[config.mk]
export PLATFORM = sky130hd
export DESIGN_NAME = processor_watchdog_timer
export DESIGN_NICKNAME = d
export VERILOG_FILES = /design/src/wdt_pkg.sv /design/src/processor_watchdog_timer.sv
export SDC_FILE = /design/constraint.sdc
export NUM_CORES = 1
export LEC_CHECK = 0
export CORE_UTILIZATION = 40
export CTS_BUF_LIST = sky130_fd_sc_hd__clkbuf_4 sky130_fd_sc_hd__clkbuf_8
export CTS_CLUSTER_SIZE = 28
export DETAILED_ROUTE_END_ITERATION = 8
export DONT_BUFFER_PORTS = 1
export PLACE_DENSITY = 0.52
export SLEW_MARGIN = 20
export SYNTH_ARGS = -nofsm -noshare
export SYNTH_HDL_FRONTEND = slang
export SYNTH_SLANG_ARGS = --single-unit
[constraint.sdc]
create_clock -name clock -period 8.04 [get_ports clock]
set_input_delay 1.608 -clock clock [delete_from_list [all_inputs] [get_ports clock]]
set_output_delay 1.608 -clock clock [all_outputs]
set_load 0.01 [all_outputs]
[src/wdt_pkg.sv]
// package for the processor watchdog: register map, field layout, timing constants
// assumes a 100 MHz system clock and a 32.768 kHz oscillator sampled as a pin
package wdt_pkg;
    localparam logic [18:0] WDOG_ADDR = 19'h7fff7;
    localparam logic [18:0] FLAGS_ADDR = 19'h7fff0;
    localparam logic [18:0] ALARM_CTL_ADDR = 19'h7fff6;
    localparam logic [7:0] WDOG_RESET = 8'h00;
    localparam int STEER_BIT = 7;
    localparam int MULT_LSB = 2;
    localparam int FLAG_BIT = 7;
    localparam int ALARM_EN_BIT = 7;
    // oscillator edges: one rising edge per 1/32768 s
    localparam int OSC_PER_SIXTEENTH = 2048;
    localparam int OSC_PER_TEST_HALF = 32;
    // ticks of 1/16 s per unit code 00..11
    localparam int UNIT_00_TICKS = 1;
    localparam int UNIT_01_TICKS = 4;
    localparam int UNIT_10_TICKS = 16;
    localparam int UNIT_11_TICKS = 64;
    // reset pulse 40..200 ms; two whole 1/16 s ticks from a tick-aligned start give 125 ms
    localparam int RST_PULSE_MS_MIN = 40;
    localparam int RST_PULSE_MS_MAX = 200;
    localparam int RST_PULSE_TICKS = 2;

    typedef struct packed {
        logic steer;
        logic [4:0] mult;
        logic [1:0] unit;
    } wdog_reg_t;

    typedef struct packed {
        logic [18:0] addr;
        logic [7:0] wdata;
        logic rd;
        logic wr;
    } host_req_t;
endpackage
[src/processor_watchdog_timer.sv]
// processor watchdog timer: one control register, countdown on 1/16 s ticks,
// timeout to interrupt/test output or to a timed reset pulse
// assumes the host bus strobes are already synchronous single-cycle accesses
// Behaviour
// RULE_01: the watchdog control is one 8-bit register at address 7FFF7h on the memory bus.
// RULE_02: the two low bits choose the unit: 1/16 s, 1/4 s, 1 s or 4 s.
// RULE_03: bits 6..2 are a 5-bit multiplier and the period is multiplier times unit.
// RULE_04: on expiry the flag sets and interrupt asserts until flag read or register access.
// RULE_05: with steering 0 a timeout pulls the active-low interrupt/test output.
// RULE_06: with steering 1 a timeout drives a 40 to 200 ms low pulse on reset out.
// RULE_07: with steering 1 the register and the test bit clear at the end of the timeout.
// RULE_08: any read or write of the register restarts the countdown from full period; here accesses during a reset pulse are ignored.
// RULE_09: writing 00h disables the watchdog.
// RULE_10: reset clears the register, test enable and alarm enable, disabling the watchdog; srst here clears the register but not the enable inputs.
// RULE_11: a watchdog steered to the interrupt output suppresses the test waveform.
// RULE_12: the output toggles at 512 Hz when test set, alarm enable clear, steer 1 or reg zero.
// RULE_13: the time base and test waveform come from the 32.768 kHz oscillator.
// RULE_14: the count advances on a 1/16 s oscillator tick; the pulse is a fixed tick count.
`timescale 1ns/10ps
module processor_watchdog_timer (
    // clock and reset
    input wire logic clock,
    input wire logic srst,
    // oscillator pin, 32.768 kHz
    input wire logic osc_in,
    // host register access, one cycle strobes
    input wire wdt_pkg::host_req_t host_req,
    output logic [7:0] rdata,
    // frequency test and alarm enable bits held elsewhere in the clock
    input wire logic freq_test_enable,
    input wire logic alarm_irq_enable,
    output logic freq_test_clear,
    // open-drain outputs: pin low when oe low
    output logic irq_or_test_out,
    output logic irq_or_test_oe_n,
    output logic reset_out,
    output logic reset_oe_n,
    output logic timeout_flag
);
    // oscillator synchroniser and edge detect
    logic osc_s1_q, osc_s2_q, osc_s3_q;
    always_ff @(posedge clock) begin
        osc_s1_q <= osc_in;
        osc_s2_q <= osc_s1_q;
        osc_s3_q <= osc_s2_q;
    end
    wire osc_rise = osc_s2_q & ~osc_s3_q;

    // dividers: 1/16 s tick and 512 Hz test waveform
    logic [10:0] div_q;
    logic test_wave_q;
    wire tick = osc_rise && (div_q == 11'(wdt_pkg::OSC_PER_SIXTEENTH - 1)); // RULE_13 RULE_14
    always_ff @(posedge clock) begin
        if (srst) begin
            div_q <= '0;
            test_wave_q <= 1'b0;
        end else if (osc_rise) begin
            div_q <= div_q + 11'd1;
            if (div_q[4:0] == 5'(wdt_pkg::OSC_PER_TEST_HALF - 1)) begin
                test_wave_q <= ~test_wave_q; // RULE_12
            end
        end
    end

    // register access decode
    wdt_pkg::wdog_reg_t wdog_q;
    wire wdog_hit = host_req.addr == wdt_pkg::WDOG_ADDR; // RULE_01
    wire wdog_wr = host_req.wr && wdog_hit;
    wire wdog_access = (host_req.rd || host_req.wr) && wdog_hit; // RULE_08
    wire flag_rd = host_req.rd && (host_req.addr == wdt_pkg::FLAGS_ADDR);
    wire enabled = wdog_q != wdt_pkg::WDOG_RESET; // RULE_09

    // period in 1/16 s ticks
    function automatic logic [10:0] period_ticks(input wdt_pkg::wdog_reg_t r);
        logic [6:0] unit_ticks;
        unit_ticks = 7'(wdt_pkg::UNIT_00_TICKS);
        case (r.unit) // RULE_02
            2'b00: unit_ticks = 7'(wdt_pkg::UNIT_00_TICKS);
            2'b01: unit_ticks = 7'(wdt_pkg::UNIT_01_TICKS);
            2'b10: unit_ticks = 7'(wdt_pkg::UNIT_10_TICKS);
            default: unit_ticks = 7'(wdt_pkg::UNIT_11_TICKS);
        endcase
        return 11'(r.mult * unit_ticks); // RULE_03
    endfunction

    // countdown state
    typedef enum logic [0:0] {RUN, PULSE} wd_state_t;
    wd_state_t state_q;
    logic [10:0] count_q;
    logic [1:0] pulse_q;
    logic expired_d;
    assign expired_d = state_q == RUN && enabled && !wdog_access && tick
        && count_q <= 11'd1;

    always_ff @(posedge clock) begin
        if (srst) begin
            wdog_q <= wdt_pkg::WDOG_RESET; // RULE_10
            count_q <= '0;
            state_q <= RUN;
            pulse_q <= '0;
        end else begin
            case (state_q)
                RUN: begin
                    if (wdog_wr) begin
                        wdog_q <= host_req.wdata;
                        count_q <= period_ticks(host_req.wdata);
                    end else if (wdog_access) begin
                        count_q <= period_ticks(wdog_q); // RULE_08
                    end else if (expired_d) begin
                        count_q <= period_ticks(wdog_q);
                        if (wdog_q.steer) begin
                            state_q <= PULSE; // RULE_06
                            pulse_q <= 2'(wdt_pkg::RST_PULSE_TICKS);
                        end
                    end else if (tick && enabled) begin
                        count_q <= count_q - 11'd1;
                    end
                end
                PULSE: begin
                    if (tick) begin
                        pulse_q <= pulse_q - 2'd1;
                        if (pulse_q == 2'd1) begin
                            state_q <= RUN;
                            wdog_q <= wdt_pkg::WDOG_RESET; // RULE_07
                            count_q <= '0;
                        end
                    end
                end
                default: state_q <= RUN;
            endcase
        end
    end

    // timeout flag: set wins over clear
    logic flag_q;
    always_ff @(posedge clock) begin
        if (srst) begin
            flag_q <= 1'b0;
        end else if (expired_d) begin
            flag_q <= 1'b1; // RULE_04
        end else if (flag_rd || wdog_access) begin
            flag_q <= 1'b0;
        end
    end
    assign timeout_flag = flag_q;

    // read data and test-bit clear
    logic [7:0] rdata_q;
    logic ft_clr_q;
    always_ff @(posedge clock) begin
        if (srst) begin
            rdata_q <= '0;
            ft_clr_q <= 1'b0;
        end else begin
            rdata_q <= wdog_hit ? wdog_q : 8'h00;
            ft_clr_q <= state_q == PULSE && tick && pulse_q == 2'd1; // RULE_07
        end
    end
    assign rdata = rdata_q;
    assign freq_test_clear = ft_clr_q;

    // interrupt owned by a timeout steered to the pin; set wins over clear
    // a timeout steered to reset sets the flag only, so the pin stays free
    logic irq_q;
    always_ff @(posedge clock) begin
        if (srst) begin
            irq_q <= 1'b0;
        end else if (expired_d && !wdog_q.steer) begin
            irq_q <= 1'b1; // RULE_05
        end else if (flag_rd || wdog_access) begin
            irq_q <= 1'b0; // RULE_04
        end
    end

    // output drive
    wire irq_active = irq_q; // RULE_05 RULE_11
    wire test_on = freq_test_enable && !alarm_irq_enable
        && (wdog_q.steer || !enabled) && test_wave_q; // RULE_12
    assign irq_or_test_out = 1'b0;
    assign irq_or_test_oe_n = !(irq_active || test_on);
    assign reset_out = 1'b0;
    assign reset_oe_n = state_q != PULSE; // RULE_06

    // ticks seen inside a reset pulse, read only by the length checks
    logic [1:0] pulse_seen_q;
    always_ff @(posedge clock) begin
        if (srst || state_q != PULSE) begin
            pulse_seen_q <= '0;
        end else if (tick) begin
            pulse_seen_q <= pulse_seen_q + 2'd1;
        end
    end
endmodule

Word-level counts from Yosys, hierarchy flattened
Cells that the tools add are included.
{"block": "totals", "register_bits": 48, "latch_bits": 0, "ramBits": 0, "mem_bits_ro": 0, "in_bits": 34, "word_cells": 119, "mem_count": 0}
{"block": "classes", "add_sub_neg": 3, "n_mul": 3, "div_mod_pow": 0, "order_cmp": 1, "n_eq_ne": 17, "shift": 0, "n_mux": 41, "n_bitwise": 5, "n_reduce_logical": 34}
{"operator": "$mux 7", "count": 12}
{"operator": "$mux 11", "count": 6}
{"operator": "$pmux 7 s3", "count": 2}
{"operator": "$eq 19x19->1 const B", "count": 2}
{"operator": "$mul 5x7->11", "count": 3}
{"operator": "$mux 8", "count": 3}
{"operator": "$pmux 11 s2", "count": 1}
{"operator": "$pmux 8 s2", "count": 1}
{"operator": "$logic_and 1x1->1", "count": 15}
{"operator": "$add 11x1->11 const B", "count": 1}
{"operator": "$eq 11x11->1 const B", "count": 1}
{"operator": "$le 11x1->1 const B", "count": 1}
{"operator": "$sub 11x1->11 const B", "count": 1}
{"operator": "$mux 2", "count": 5}
{"operator": "$mux 1", "count": 9}
{"operator": "$ne 2x1->1 const B", "count": 4}
{"operator": "$reduce_bool 8->1", "count": 1}
{"operator": "$eq 2x1->1 const B", "count": 3}
{"operator": "$ne 2x2->1 const B", "count": 3}
{"operator": "$reduce_and 3->1", "count": 2}
{"operator": "$eq 5x5->1 const B", "count": 1}
{"operator": "$logic_not 1->1", "count": 5}
{"operator": "$ne 5x1->1 const B", "count": 1}
{"operator": "$reduce_and 5->1", "count": 1}
{"operator": "11 further kinds", "count": 20}

Longest topological paths before layout
{"block": "depth", "depth_word": 16, "depth_mapped": 15, "depth_no_buf": 14}

Worst setup path before layout
No wires, ideal clock.
{"block": "synth_path", "path_kind": "input -> register", "startpoint": "input port host_req[2] (netlist bit)", "endpoint": "register count_q[9]", "setup_time_ps": 74, "arrival_ps": 3828, "slack_ps": 4137, "stages": 13, "n_path_buf": 0, "path_cell_list": "nor2b_1 > and2_1 > ha_1 > inv_1 > fa_1 > inv_1 > ha_1 > a21o_1 > and3_1 > o21ai_0 > xnor2_1 > o21ai_0 > o21ai_0"}
{"block": "synth_between", "elab_chain_len": 8, "elab_cells_between_ends": 10, "classes_between": "1 x mul; 2 x eq/ne; 6 x mux; 1 x reduce/logical"}
{"item": "start: declaration", "line_no": "processor_watchdog_timer.sv:27", "rtl": "input wire wdt_pkg::host_req_t host_req,"}
{"item": "$eq 2x2->1, or another cell as far along", "line_no": "processor_watchdog_timer.sv:77", "rtl": "case (r.unit)"}
{"item": "$pmux 7 s3 (*)", "line_no": "processor_watchdog_timer.sv:77"}
{"item": "$mux 7 (*)", "line_no": "processor_watchdog_timer.sv:104", "rtl": "if (wdog_wr) begin"}
{"item": "$mux 7 (*)", "line_no": "processor_watchdog_timer.sv:102", "rtl": "case (state_q)"}
{"item": "$mux 7 (*)", "line_no": "processor_watchdog_timer.sv:96", "rtl": "if (srst) begin"}
{"item": "$mul 5x7->11 (*)", "line_no": "processor_watchdog_timer.sv:83", "rtl": "return 11'(r.mult * unit_ticks);"}
{"item": "$mux 11 (*)", "line_no": "processor_watchdog_timer.sv:104"}
{"item": "$pmux 11 s2 (*)", "line_no": "processor_watchdog_timer.sv:102"}
{"item": "end signal: assignment", "line_no": "processor_watchdog_timer.sv:106", "rtl": "count_q <= period_ticks(host_req.wdata);"}
{"item": "end signal: assignment", "line_no": "processor_watchdog_timer.sv:108", "rtl": "count_q <= period_ticks(wdog_q);"}
{"item": "end signal: assignment", "line_no": "processor_watchdog_timer.sv:110", "rtl": "count_q <= period_ticks(wdog_q);"}
{"item": "end: declaration", "line_no": "processor_watchdog_timer.sv:89", "rtl": "logic [10:0] count_q;"}
Mark *: on every way between the ends. The rest lies on a longest branch, timed or not. The select of a mux whose other input is x is not followed.
A chain may end at the register's enable or synchronous reset.

Worst setup path after layout
Ends and elaborated chain as after synthesis.

==> flow_summary.toml <==
[run_status]
run_status = "completed"

[placed_design]
post-place-ws_ns = 3.93
io_buffers = 0
hpwl_mm = 6.58
place.gp.congestion = 0.831

[sta]
skew_ns = 0.0108
max_freq_mhz = 266
min_period_ns = 3.77
worst_pin_slew_ns = 0.916
finalSetupTns_ns = 0
maxSlewViolCount = 0
setup_viol = 0
relSlewSlack_pct = 38.3
setup_ws_ns = 4.27
period_share_pct = 46.8
report.final.hold_viol_count = 0
grt_setup_unrepaired = "false"

[pwr]
power.density_mw_per_mm2 = 116
ir_worst_vdd_uv = 77.4
cellLeakagePower_nw = 1.56
p_total_mw = 0.422

[clock_tree]
tritoncts = "yes"
cts_resized = 0
htreeDepth = 2
cts_buffer_depth = 2
root_buffer = "clkbuf_8"
cts_hold_buf = 0
cts_setup_buffers = 0
clk_latency_ns = 0.31
numClockSinks = 48
tritoncts.num_buffers = 5
clk_pin_slew_ns = 0.09

[layout]
n_antenna_cell = 0
area_growth_pct = 5.15
final_net_count = 479
drive_above_1_share_pct = 5.38
fillCellCount = 851

[die]
die_h_um = 94.9
dieArea_mm2 = 0.00901
core-area_mm2 = 0.00830
die_w_um = 94.9
io_pins = 48
rows = 33
initial_core_util_pct = 41.6

[setup_path]
critPathArrivalTime_ns = 4.00
worst_ep_required_time_ns = 8.27
startpoint_type = "input pin"
critPathKind = "input pin to register"
r2r_cells = 14
worstSetupEndpointType = "register"
path_max_fanout = 9

[synthesis]
synthArstFlopShare_pct = 0
synthFlopType = "dfxtp_1"
synth_edf_count = 0
ys_warn_count = 0
synth_cells = 412
syn_area_mm2 = 0.00345
synth_cell_types = 56
syn_area_per_cell_um2 = 8.38
ys_ff_latch = 48
yosysSeqAreaShare_pct = 27.8

[job]
maxCapViolations = 0

[grt]
grt_pass1_wl_mm = 13.4
overflow = 0
antenna_found_initial = 0
grt_max_degree = 35
grt_usage_pct = 19.3
grt_pass1_vias = 2648

[routing]
num_vias = 2859
drcViolationCount = 0
drt-initial-drc-count = 130
ant_nets = 0
wl_per_cell_um = 16.1
routed_wl_mm = 8.29
first_pass_iters = 4
vias_per_cell = 5.56

[min_path]
min_path_type = "register to register"
min_path_cells = 0
==> power breakdown <==
part / internal, mW / switching, mW
Combinational: 0.00985 / 0.0139
Clock: 0.0706 / 0.0875
Sequential: 0.239 / 0.000923
==> area by class of cell <==
cell class	instances	area [um^2]	share of cell area [%]
Clock buffer	6	82.6	2.28
Clock inverter	2	13.8	0.379
Inverter	23	86.3	2.38
Multi-Input combinational cell	330	2350	64.9
Sequential cell	48	961	26.5
Tap cell	105	131	3.62
==> worst paths after layout <==
kind | end | start | slack [ns]
setup / recovery | count_q[9] | host_req[2] | 4.27
hold / removal | osc_s2_q | osc_s1_q | 0.34
setup reg to reg | count_q[10] | wdog_q[1] | 4.60
hold reg to reg | osc_s2_q | osc_s1_q | 0.34
==> logic make-up (layout without fill, tap and decap cells) <==
group	count (synthesis)	in the layout	synth area share (%)
xor gates and xnor gates	28	28	7.10
other	1	2	0.109
DFF	48	48	27.8
adders and majority gates	37	37	15.2
muxes	12	12	3.55
buffers and inverters	35	31	4.06
AOI/OAI and AO/OA	66	66	13.3
and+or+nand+nor	185	185	28.9
==> registers in the layout, summed over array words and instances, names as in the netlist <==
register	flops
count_q	11
rdata	8
osc_s1_q	1
div_q	11
timeout_flag	1
state_q	1
test_wave_q	1
freq_test_clear	1
wdog_q	8
irq_active	1
osc_s3_q	1
pulse_q	2
osc_s2_q	1
==> Yosys cell counts, types with 11 or more instances <==
master | n | area (um^2)
nand2_1 | 27 | 101
and3_1 | 15 | 93.8
a22oi_1 | 11 | 82.6
xnor2_1 | 18 | 158
and2_1 | 29 | 181
a21oi_1 | 18 | 90.1
dfxtp_1 | 48 | 961
nand3_1 | 13 | 65.1
ha_1 | 29 | 363
inv_1 | 23 | 86.3
nor2_1 | 49 | 184
==> per-layer routing <==
metal / share of wire, % / wire, um / track usage, % / vias up
met5: 0 / 0 / 0 / -
met4: 1.1 / 95 / 4.55 / 0
met3: 3.9 / 324 / 2.90 / 6
met2: 46 / 3810 / 31.5 / 63
met1: 49 / 4050 / 26.6 / 1356
li1: - / - / - / 1434
==> layout by cell type, fill, tap and decap left out, drive strengths merged, types with 2 or more instances in the layout <==
master,instances
or4,4
nand2,27
xor2,10
mux2i,10
or2,4
o221ai,2
a31oi,5
mux2,2
nor3,9
a21oi,18
nand4,8
and2b,2
nor4b,2
and2,29
dfxtp,48
nand3,13
o31a,2
nor3b,3
fa,8
nor4,6
a211oi,4
o21ai,13
a22oi,11
nor2,49
xnor2,18
clkbuf,6
and3,18
ha,29
nor2b,6
o31ai,4
conb,2
nand4b,2
inv,24
==> metrics by stage <==
step / util [%] / std cells / area (um^2) / hold WS, ns
after floorplan: - / 413 / 3460 / 0.310
after global placement: 42.6 / 506 / 3530 / 0.318
after detailed placement: 42.6 / 506 / 3530 / 0.318
after CTS: 43.7 / 514 / 3630 / 0.342
after global routing: 43.7 / 514 / 3630 / 0.349
final: 43.7 / 514 / 3630 / 0.337
==> critical path, stage by stage <==
cell and delay [ns]:
nor2b_1 0.23, and2_1 0.17, ha_1 0.14, inv_1 0.05
fa_1 0.49, inv_1 0.04, ha_1 0.32, a21o_1 0.18
and3_1 0.19, o21ai_0 0.19, xnor2_1 0.14, o21ai_0 0.08
o21ai_0 0.15
(Power assumes the default switching activity.)
